<file path="src/shared/gpio_regs_pkg.sv">
// Register map, field widths and reset values of the three-port GPIO block
package gpio_regs_pkg;
  localparam int unsigned ADDR_W = 8;
  localparam int unsigned DATA_W = 32;
  // Register indices; byte address is four times the index
  localparam logic [7:0] IDX_FIRST_PULLUP = 8'h00;
  localparam logic [7:0] IDX_ADC_DATA = 8'h01;
  localparam logic [7:0] IDX_SEVEN_DATA = 8'h02;
  localparam logic [7:0] IDX_FIRST_DIR = 8'h03;
  localparam logic [7:0] IDX_ADC_DIR = 8'h04;
  localparam logic [7:0] IDX_SEVEN_DIR = 8'h05;
  localparam logic [7:0] IDX_SEVEN_PULLUP = 8'h06;
  localparam int unsigned FIRST_W = 8;
  localparam int unsigned ADC_W = 8;
  localparam int unsigned SEVEN_W = 7;
  localparam logic [7:0] DIR_RESET = 8'h00;
  localparam logic [7:0] PULLUP_RESET = 8'h00;
  localparam logic [2:0] ADC_CH_W = 3'h3;
endpackage

</file>
<file path="src/hdl/gpio_pin_cell.sv">
// Per-port pin control: output enable, pull-up gating, read-back mux
`timescale 1ns/1ps
`default_nettype none
module gpio_pin_cell #(
  parameter int unsigned WIDTH = 8
) (
  input wire logic [WIDTH-1:0] dir_i,
  input wire logic [WIDTH-1:0] latch_i,
  input wire logic [WIDTH-1:0] pullup_i,
  input wire logic [WIDTH-1:0] pin_i,
  input wire logic [WIDTH-1:0] analog_sel_i,
  output logic [WIDTH-1:0] pin_o,
  output logic [WIDTH-1:0] pin_oe_o,
  output logic [WIDTH-1:0] pullup_on_o,
  output logic [WIDTH-1:0] read_o
);
  genvar g;
  generate
    for (g = 0; g < WIDTH; g++)
    begin : g_bit
      // Analog selection overrides the digital driver
      assign pin_oe_o[g] = dir_i[g] & ~analog_sel_i[g];
      assign pin_o[g] = latch_i[g];
      // Pull-up only on a digital input with its enable set
      assign pullup_on_o[g] = pullup_i[g] & ~dir_i[g] & ~analog_sel_i[g];
      // Direction picks latch or pin even for analog pins
      assign read_o[g] = dir_i[g] ? latch_i[g] : pin_i[g];
    end
  endgenerate
endmodule
`default_nettype wire

</file>
<file path="src/hdl/three_port_gpio.sv">
// Three-port GPIO with pull-ups and ADC-shared port, Wishbone slave
// Functional notes
// - A pull-up acts only while its pin is an input and enabled.
// - The first port has eight pull-up enables, 1 connects, 0 not.
// - Reset clears all first port direction bits.
// - The ADC-shared port has eight data latches reset leaves alone.
// - ADC port direction 1 drives the pin; reset clears all to 0.
// - ADC port data reads latch for outputs and pin for inputs; an analog-selected pin with direction 1 still reads its latch.
// - Data latch writes always land, whatever the direction.
// - A pin selected as analog channel is forced to analog input.
// - Unselected ADC port pins act as ordinary digital pins.
// - The third port has seven data latches reset leaves alone.
// - Seven-bit port direction 1 is output; reset clears all.
// - Seven-bit port data reads latch for outputs, pin otherwise.
// - The seven-bit port has one pull-up enable per pin.
// - Seven-bit pin mode follows the pull-up and direction table.
//
// Added by the designer: the Wishbone register port.
`timescale 1ns/1ps
`default_nettype none
module three_port_gpio #(
  parameter int unsigned FIRST_W = gpio_regs_pkg::FIRST_W,
  parameter int unsigned ADC_W = gpio_regs_pkg::ADC_W,
  parameter int unsigned SEVEN_W = gpio_regs_pkg::SEVEN_W
) (
  input wire logic clk_i,
  input wire logic rst_b_i,
  input wire logic wb_cyc_i,
  input wire logic wb_stb_i,
  input wire logic wb_we_i,
  input wire logic [gpio_regs_pkg::ADDR_W-1:0] wb_adr_i,
  input wire logic [3:0] wb_sel_i,
  input wire logic [gpio_regs_pkg::DATA_W-1:0] wb_dat_i,
  output logic [gpio_regs_pkg::DATA_W-1:0] wb_dat_o,
  output logic wb_ack_o,
  output logic wb_err_o,
  input wire logic adc_enable_i,
  input wire logic [2:0] adc_channel_i,
  output logic [FIRST_W-1:0] first_pullup_on_o,
  input wire logic [ADC_W-1:0] adc_pin_i,
  output logic [ADC_W-1:0] adc_pin_o,
  output logic [ADC_W-1:0] adc_pin_oe_o,
  output logic [ADC_W-1:0] analog_channel_inputs_o,
  input wire logic [SEVEN_W-1:0] seven_pin_i,
  output logic [SEVEN_W-1:0] seven_pin_o,
  output logic [SEVEN_W-1:0] seven_pin_oe_o,
  output logic [SEVEN_W-1:0] seven_pullup_on_o
);
  logic [FIRST_W-1:0] first_pullup_reg, first_pullup_next;
  logic [FIRST_W-1:0] first_dir_reg, first_dir_next;
  logic [ADC_W-1:0] adc_data_reg, adc_data_next;
  logic [ADC_W-1:0] adc_dir_reg, adc_dir_next;
  logic [SEVEN_W-1:0] seven_data_reg, seven_data_next;
  logic [SEVEN_W-1:0] seven_dir_reg, seven_dir_next;
  logic [SEVEN_W-1:0] seven_pullup_reg, seven_pullup_next;
  logic ack_reg, ack_next;
  logic err_reg, err_next;
  logic [gpio_regs_pkg::DATA_W-1:0] rdata_reg, rdata_next;
  logic [ADC_W-1:0] adc_sel;
  logic [ADC_W-1:0] adc_read;
  logic [SEVEN_W-1:0] seven_read;
  logic [7:0] idx;
  logic req;
  logic wr_lane0;

  // Only one analog channel is selected at a time
  always_comb
  begin
    adc_sel = '0;
    if (adc_enable_i)
    begin
      adc_sel[adc_channel_i] = 1'b1;
    end
  end
  assign analog_channel_inputs_o = adc_sel;

  // ADC-shared port: no pull-up, so its pull-up leg is tied off
  gpio_pin_cell #(
    .WIDTH(ADC_W)
  ) u_adc_cell (
    .dir_i(adc_dir_reg),
    .latch_i(adc_data_reg),
    .pullup_i({ADC_W{1'b0}}),
    .pin_i(adc_pin_i),
    .analog_sel_i(adc_sel),
    .pin_o(adc_pin_o),
    .pin_oe_o(adc_pin_oe_o),
    .pullup_on_o(),
    .read_o(adc_read)
  );

  gpio_pin_cell #(
    .WIDTH(SEVEN_W)
  ) u_seven_cell (
    .dir_i(seven_dir_reg),
    .latch_i(seven_data_reg),
    .pullup_i(seven_pullup_reg),
    .pin_i(seven_pin_i),
    .analog_sel_i({SEVEN_W{1'b0}}),
    .pin_o(seven_pin_o),
    .pin_oe_o(seven_pin_oe_o),
    .pullup_on_o(seven_pullup_on_o),
    .read_o(seven_read)
  );

  // First port pull-ups gated by its own direction bits
  assign first_pullup_on_o = first_pullup_reg & ~first_dir_reg;

  // Word-aligned decode; byte offset bits are ignored
  assign idx = {2'b00, wb_adr_i[gpio_regs_pkg::ADDR_W-1:2]};
  // A request is answered once; ack drops for a cycle before the next
  assign req = wb_cyc_i & wb_stb_i & ~ack_reg & ~err_reg;
  assign wr_lane0 = req & wb_we_i & wb_sel_i[0];

  always_comb
  begin
    first_pullup_next = first_pullup_reg;
    first_dir_next = first_dir_reg;
    adc_data_next = adc_data_reg;
    adc_dir_next = adc_dir_reg;
    seven_data_next = seven_data_reg;
    seven_dir_next = seven_dir_reg;
    seven_pullup_next = seven_pullup_reg;
    ack_next = 1'b0;
    err_next = 1'b0;
    rdata_next = rdata_reg;
    if (req)
    begin
      ack_next = 1'b1;
      rdata_next = '0;
      if (idx == gpio_regs_pkg::IDX_FIRST_PULLUP)
      begin
        rdata_next[FIRST_W-1:0] = first_pullup_reg;
        if (wr_lane0)
          first_pullup_next = wb_dat_i[FIRST_W-1:0];
      end
      else if (idx == gpio_regs_pkg::IDX_ADC_DATA)
      begin
        rdata_next[ADC_W-1:0] = adc_read;
        if (wr_lane0)
          adc_data_next = wb_dat_i[ADC_W-1:0];
      end
      else if (idx == gpio_regs_pkg::IDX_SEVEN_DATA)
      begin
        // Upper bits stay zero, bit 7 is never stored
        rdata_next[SEVEN_W-1:0] = seven_read;
        if (wr_lane0)
          seven_data_next = wb_dat_i[SEVEN_W-1:0];
      end
      else if (idx == gpio_regs_pkg::IDX_FIRST_DIR)
      begin
        rdata_next[FIRST_W-1:0] = first_dir_reg;
        if (wr_lane0)
          first_dir_next = wb_dat_i[FIRST_W-1:0];
      end
      else if (idx == gpio_regs_pkg::IDX_ADC_DIR)
      begin
        rdata_next[ADC_W-1:0] = adc_dir_reg;
        if (wr_lane0)
          adc_dir_next = wb_dat_i[ADC_W-1:0];
      end
      else if (idx == gpio_regs_pkg::IDX_SEVEN_DIR)
      begin
        rdata_next[SEVEN_W-1:0] = seven_dir_reg;
        if (wr_lane0)
          seven_dir_next = wb_dat_i[SEVEN_W-1:0];
      end
      else if (idx == gpio_regs_pkg::IDX_SEVEN_PULLUP)
      begin
        rdata_next[SEVEN_W-1:0] = seven_pullup_reg;
        if (wr_lane0)
          seven_pullup_next = wb_dat_i[SEVEN_W-1:0];
      end
      else
      begin
        // Unmapped word: error instead of ack, nothing stored
        ack_next = 1'b0;
        err_next = 1'b1;
      end
    end
  end

  always_ff @(posedge clk_i)
  begin
    // Data latches keep their contents through reset
    adc_data_reg <= adc_data_next;
    seven_data_reg <= seven_data_next;
    if (!rst_b_i)
    begin
      first_dir_reg <= gpio_regs_pkg::DIR_RESET[FIRST_W-1:0];
      adc_dir_reg <= gpio_regs_pkg::DIR_RESET[ADC_W-1:0];
      seven_dir_reg <= gpio_regs_pkg::DIR_RESET[SEVEN_W-1:0];
      first_pullup_reg <= gpio_regs_pkg::PULLUP_RESET[FIRST_W-1:0];
      seven_pullup_reg <= gpio_regs_pkg::PULLUP_RESET[SEVEN_W-1:0];
      ack_reg <= 1'b0;
      err_reg <= 1'b0;
      rdata_reg <= '0;
    end
    else
    begin
      first_dir_reg <= first_dir_next;
      adc_dir_reg <= adc_dir_next;
      seven_dir_reg <= seven_dir_next;
      first_pullup_reg <= first_pullup_next;
      seven_pullup_reg <= seven_pullup_next;
      ack_reg <= ack_next;
      err_reg <= err_next;
      rdata_reg <= rdata_next;
    end
  end

  assign wb_ack_o = ack_reg;
  assign wb_err_o = err_reg;
  assign wb_dat_o = rdata_reg;
endmodule
`default_nettype wire

</file>
<file path="config.mk">
export PLATFORM = sky130hd
export DESIGN_NAME = three_port_gpio
export DESIGN_NICKNAME = d
export VERILOG_FILES = /design/src/shared/gpio_regs_pkg.sv /design/src/hdl/gpio_pin_cell.sv /design/src/hdl/three_port_gpio.sv
export SDC_FILE = /design/constraint.sdc
export NUM_CORES = 1
export LEC_CHECK = 0
export CORE_MARGIN = 2
export CORE_UTILIZATION = 53
export CTS_CLUSTER_DIAMETER = 100
export DETAILED_ROUTE_END_ITERATION = 12
export DONT_BUFFER_PORTS = 1
export MAX_ROUTING_LAYER = met4
export PLACE_DENSITY = 0.82
export REMOVE_ABC_BUFFERS = 1
export SETUP_SLACK_MARGIN = 0.05
export SLEW_MARGIN = 20
export SYNTH_ARGS = -nofsm -noshare
export SYNTH_HDL_FRONTEND = slang
export SYNTH_SLANG_ARGS = --single-unit
</file>
<file path="constraint.sdc">
create_clock -name clk_i -period 1.9 [get_ports clk_i]
set_input_delay 0.19 -clock clk_i [delete_from_list [all_inputs] [get_ports clk_i]]
set_output_delay 0.19 -clock clk_i [all_outputs]
set_load 0.02 [all_outputs]
</file>
# [Word-level counts from Yosys, hierarchy flattened]
# Cells that the tools add are included.
[totals] regBits=63 in_bits=68 output_inout_bits=87 wordCells=111
[classes] magnitude_cmp=2 n_eq_ne=6 mux=35 n_bitwise=47 reduce_logical=11
[ops] op="2-to-1 mux 8 bit" n=4
[ops] op="2-to-1 mux 7 bit" n=4
[ops] op="2-to-1 mux 1 bit" n=26
[ops] op="inverter 1 bit" n=25
[ops] op="AND 1 bit" n=20
[ops] op="== test 6 x 3 -> 1 bit, second input constant" n=3
[ops] op="== test 6 x 2 -> 1 bit, second input constant" n=2
[ops] op="AND reduction 9 bit" n=1
[ops] op="AND 8 bit" n=1
[ops] op="logical NOT 8 bit" n=1
[ops] op="inverter 8 bit" n=1
[ops] op="AND reduction 8 bit" n=1
[ops] op="OR reduction 8 bit" n=1
[ops] op="AND reduction 7 bit" n=1
[ops] op="== test 6 x 1 -> 1 bit, second input constant" n=1
[ops] op="AND reduction 6 bit" n=1
[ops] op="AND reduction 5 bit" n=1
[ops] op="less-than comparator 3 x 4 -> 1 bit, second input constant" n=1
[ops] op="AND reduction 4 bit" n=1
[ops] op="demux 1 bit (select 3 bit)" n=1
[ops] op=">= comparator 3 x 1 -> 1 bit, second input constant" n=1
[ops] op="AND reduction 3 bit" n=1
[ops] op="AND reduction 2 bit" n=1
[ops] op="logical AND 1 bit" n=1

# [Longest topological paths before layout]
[logic_depth] ltp_word=8 depth_mapped=7 mapped_depth_nobuf=5

# [By module]
# From an unflattened synthesis, not the netlist that was laid out.
[hier_totals] hier_cells=377 area_unflattened_um2=3711.1
[by_module_without_submodules] mod="three_port_gpio" n_inst=1 cells_per_inst=317 area_per_inst_um2=3166.8 seq_area_each_um2=1411.4
[by_module_without_submodules] mod="gpio_pin_cell at u_adc_cell" n_inst=1 cells_per_inst=32 area_per_inst_um2=290.3 seq_area_each_um2=0.0
[by_module_without_submodules] mod="gpio_pin_cell at u_seven_cell" n_inst=1 cells_per_inst=28 area_per_inst_um2=254.0 seq_area_each_um2=0.0

# [Worst setup path before layout]
# Ideal clock, no wire load.
[synth_path] path_type="reg-to-reg" start="register err_reg (netlist: wb_err_o)" end="register adc_data_reg[0], enable pin" setup_ns=0.370 t_arrival_ns=1.528 t_required_ns=1.530 path_slack_ns=0.002 stages_incl_launch_ff=5 path_buffers=1 synth_period_minus_slack_ns=1.898 path_cell_list="dfxtp_1 > and4bb_2 > clkbuf_1 > nand4_1 > nor2_1"
[synth_via] elab_chain_cells=5
[synth_lines] item="start: declaration" line_no="three_port_gpio.sv:57" rtl="logic err_reg, err_next;"
[synth_lines] item="start signal: assignment" line_no="three_port_gpio.sv:207" rtl="err_reg <= err_next;"
[synth_lines] item="inverter 1 bit *" line_no="three_port_gpio.sv:112" rtl="assign req = wb_cyc_i & wb_stb_i & ~ack_reg & ~err_reg;"
[synth_lines] item="AND 1 bit *" line_no="three_port_gpio.sv:112"
[synth_lines] item="AND 1 bit (2 in series)" line_no="three_port_gpio.sv:113" rtl="assign wr_lane0 = req & wb_we_i & wb_sel_i[0];"
[synth_lines] item="AND reduction 4 bit (no line) *"
[synth_lines] item="end signal: assignment" line_no="three_port_gpio.sv:186" rtl="adc_data_reg <= adc_data_next;"
[synth_lines] item="end: declaration" line_no="three_port_gpio.sv:51" rtl="logic [ADC_W-1:0] adc_data_reg, adc_data_next;"
# Mark *: on every way between the ends. The rest lies on a longest branch, timed or not.
# A chain may end at the register's enable or synchronous reset.

# [Final worst setup path]
[layout_path] start="register err_reg (netlist: wb_err_o)" end="register first_dir_reg[6]"
[layout_via] elab_chain_cells=5
[layout_lines] item="inverter 1 bit *" line_no="three_port_gpio.sv:112"
[layout_lines] item="AND 1 bit *" line_no="three_port_gpio.sv:112"
[layout_lines] item="AND 1 bit (2 in series)" line_no="three_port_gpio.sv:113"
[layout_lines] item="AND reduction 6 bit (no line) *"
[layout_lines] item="end signal: assignment" line_no="three_port_gpio.sv:190" rtl="first_dir_reg <= gpio_regs_pkg::DIR_RESET[FIRST_W-1:0];"
[layout_lines] item="end signal: assignment" line_no="three_port_gpio.sv:201" rtl="first_dir_reg <= first_dir_next;"
[layout_lines] item="end: declaration" line_no="three_port_gpio.sv:50" rtl="logic [FIRST_W-1:0] first_dir_reg, first_dir_next;"
# Marks and branches as above.

==> impl_metrics.tcl <==
set metrics [dict create \
    synth_xor_xnor_area_share 0 \
    clk_pin_slew_ps 70 \
    final_hold_viol_count 0 \
    worst-setup-path-type "flip-flop to flip-flop" \
    numClockSinks 63 \
    die_area_um2 7260 \
    reg2reg_slack_ps 160 \
    crit_buf_inv 0 \
    path_cells "and4bb_2, nand4_2, or2_1, mux2i_1, nor2b_1" \
    p_sw_frac 0.238 \
    start_kind "flip-flop" \
    rr_endpoint "first_dir_reg[6]" \
    rows 29 \
    regArea_um2 1410 \
    via_count 2885 \
    start_util 0.551 \
    worst-path-max-fanout 8 \
    p_per_area_nw_per_um2 756 \
    place_inst 452 \
    p_leak_uw 0.00136 \
    rr_worst_depth 5 \
    nets 464 \
    clk_path_buf_depth 2 \
    die_h_um 85.2 \
    synthAdderAreaFrac 0 \
    crit_family "simple AND/OR/NAND/NOR gates" \
    setup_viol 0 \
    rr_startpoint "wb_err_o" \
    required_ps 2140 \
    track_usage 0.264 \
    final.min_clock_period_ps 1740 \
    hold_end "first_dir_reg[4]" \
    antenna_cells 0 \
    rsz0062_at_grt "false" \
    synth_top_family_by_area "simple AND/OR/NAND/NOR gates" \
    yosysTopAreaCellShare 0.275 \
    async_flop_share 0 \
    hp-class "input pin to flip-flop" \
    synthTopCellsByCount "63 x nor2b_1, 48 x dfxtp_1, 43 x mux2i_1" \
    yosysSeqAreaShare 0.404 \
    numCtsBuffers 9 \
    gp_congestion 0.905 \
    wirelength_um 9350 \
    design.core.area_um2 6350 \
    postRouteAntennaNets 0 \
    cts_tree "yes" \
    syn_area_um2 3500 \
    synth_edf_count 15 \
    synthFlopType "dfxtp_1" \
    die_x_um 85.2 \
    synthMuxAreaShare 0.130 \
    ys_ff_latch 63 \
    slowest_stage "or2_1" \
    holdPathStages 2 \
    antenna_found_initial 0 \
    maxCapViolations 0 \
    dr.pass1.iters 8 \
    max_freq_mhz 574 \
    combPwrFrac 0.087 \
    slew_headroom 0.635 \
    drc 0 \
    clockPowerShare 0.432 \
    internal_power_uw 2200 \
    nFillCells 546 \
    avgRoutedWirePerCell_um 19.6 \
    critPathArrivalTime_ps 1980 \
    dr.first_iter.drc_count 244 \
    cts_setup_buffers 0 \
    endpoint_kind "flip-flop" \
    avgSynthCellArea_um2 9.11 \
    drive_above_1_share 0.102 \
    layout.cells.non_filler 478 \
    cts_max_level 3 \
    grt_pass1_wl_um 14200 \
    grt_max_degree 46 \
    fin_skew_ps 4.93 \
    multiInputGateArea_um2 1870 \
    synth-simple-area-share 0.251 \
    synth_cell_types 40 \
    slew_viol_final 0 \
    synth.area.top_cells "dfxtp_1 27%, edfxtp_1 13%, mux2i_1 12%, nor2b_1 11%, buf_4 5.2%" \
    power_switching_uw 690 \
    cts-resized-gates 0 \
    synth_cells 384 \
    root_buffer "clkbuf_8" \
    clk_latency_ps 350 \
    hold_path.startpoint "wb_dat_i[4]" \
    ys_warn_count 0 \
    hpwl_um 6190 \
    grt_pass1_vias 2685 \
    yosysTopAreaCell "dfxtp_1" \
    tightest_slew_ps 548 \
    slowest_delay_ps 470 \
    viasPerCell 6.04 \
    setup_tns_ps 0 \
    area_delta_synth_final_pct 9.37 \
    synth_compound_gate_area_share 0.130 \
    p_seq_frac 0.482 \
    ir_worst_vdd_v 0.000514 \
    port_buffers 0 \
    yosysMostFrequentCell "nor2b_1" \
    globalRouteOverflowTotal 0 \
    post-route-period-util 0.917 \
    ios 155 \
    status "completed" \
]
-- placed cells by master (no fill, tap or decap), types with 12 or more instances in the layout --
cell type  instances
a21oi_1           18
nor2b_1           63
nand2_1           28
conb_1            24
dfxtp_1           48
edfxtp_1          15
mux2i_1           43
nor2_1            24
buf_4             13
o21ai_0           12
o22ai_1           14
-- layout make-up --
type                       count  share of cell area
clock buffer                   9              0.0324
clock inverter                 7              0.0226
inverter                       7             0.00687
multi-input combinational    292               0.490
sequential                    63               0.369
tap                           77              0.0252
timing repair buffer          23              0.0543
-- metrics by stage --
| stage | setup WS (ps) | hold WS, ps | total power (µW) | area, µm² | utilization |
|---|---|---|---|---|---|
| 2_1_floorplan | 174 | 289 | 1590 | 3310 | - |
| 3_3_place_gp | 230 | 289 | 1630 | 3500 | 0.552 |
| 3_5_place_dp | 189 | 289 | 1630 | 3500 | 0.552 |
| 4_1_cts | 178 | 2.48 | 2910 | 3820 | 0.602 |
| 5_1_grt | 99.9 | 17.7 | 2980 | 3820 | 0.602 |
| 6_report | 157 | 10.6 | 2890 | 3820 | 0.602 |
-- cells by family (layout without fill, tap and decap cells) --
family	count (synthesis)	count (layout)
AND/OR/NAND/NOR	152	152
AO/OA/AOI/OAI	71	71
flip-flops	63	63
buffers and inverters	52	46
multiplexers	45	45
other	1	24
-- worst max path at each step --
stage,start,end,slack [ps],cells after the start
after floorplan,wb_err_o,adc_data_reg[0],170,3
after global placement,wb_err_o,first_dir_reg[6],230,5
after detailed placement,wb_err_o,first_dir_reg[6],190,5
after CTS,wb_err_o,first_dir_reg[6],180,5
after global routing,wb_err_o,first_dir_reg[1],100,5
final,wb_err_o,first_dir_reg[6],160,5
-- power by group through the flow --
| stage | clock, µW | sequential, µW | combinational, µW |
|---|---|---|---|
| after floorplan | 0 | 1420 | 167 |
| after global placement | 0 | 1420 | 202 |
| after detailed placement | 0 | 1420 | 204 |
| after CTS | 1270 | 1390 | 245 |
| after global routing | 1320 | 1390 | 269 |
| final | 1250 | 1390 | 251 |
-- per-layer routing --
layer  up-vias  global-route usage  share of wire
met1      1325               0.329           0.40
met2       205               0.384           0.45
met4         0               0.137          0.035
met3        37              0.0837           0.12
li1       1318                   -              -
met5         -                   -              0
-- timing repair --
action	CTS	global route
hold buffers	10	0
endpoints found under the setup margin	0	0
endpoints found under the hold margin	61	0
(Power assumes the default switching activity.)
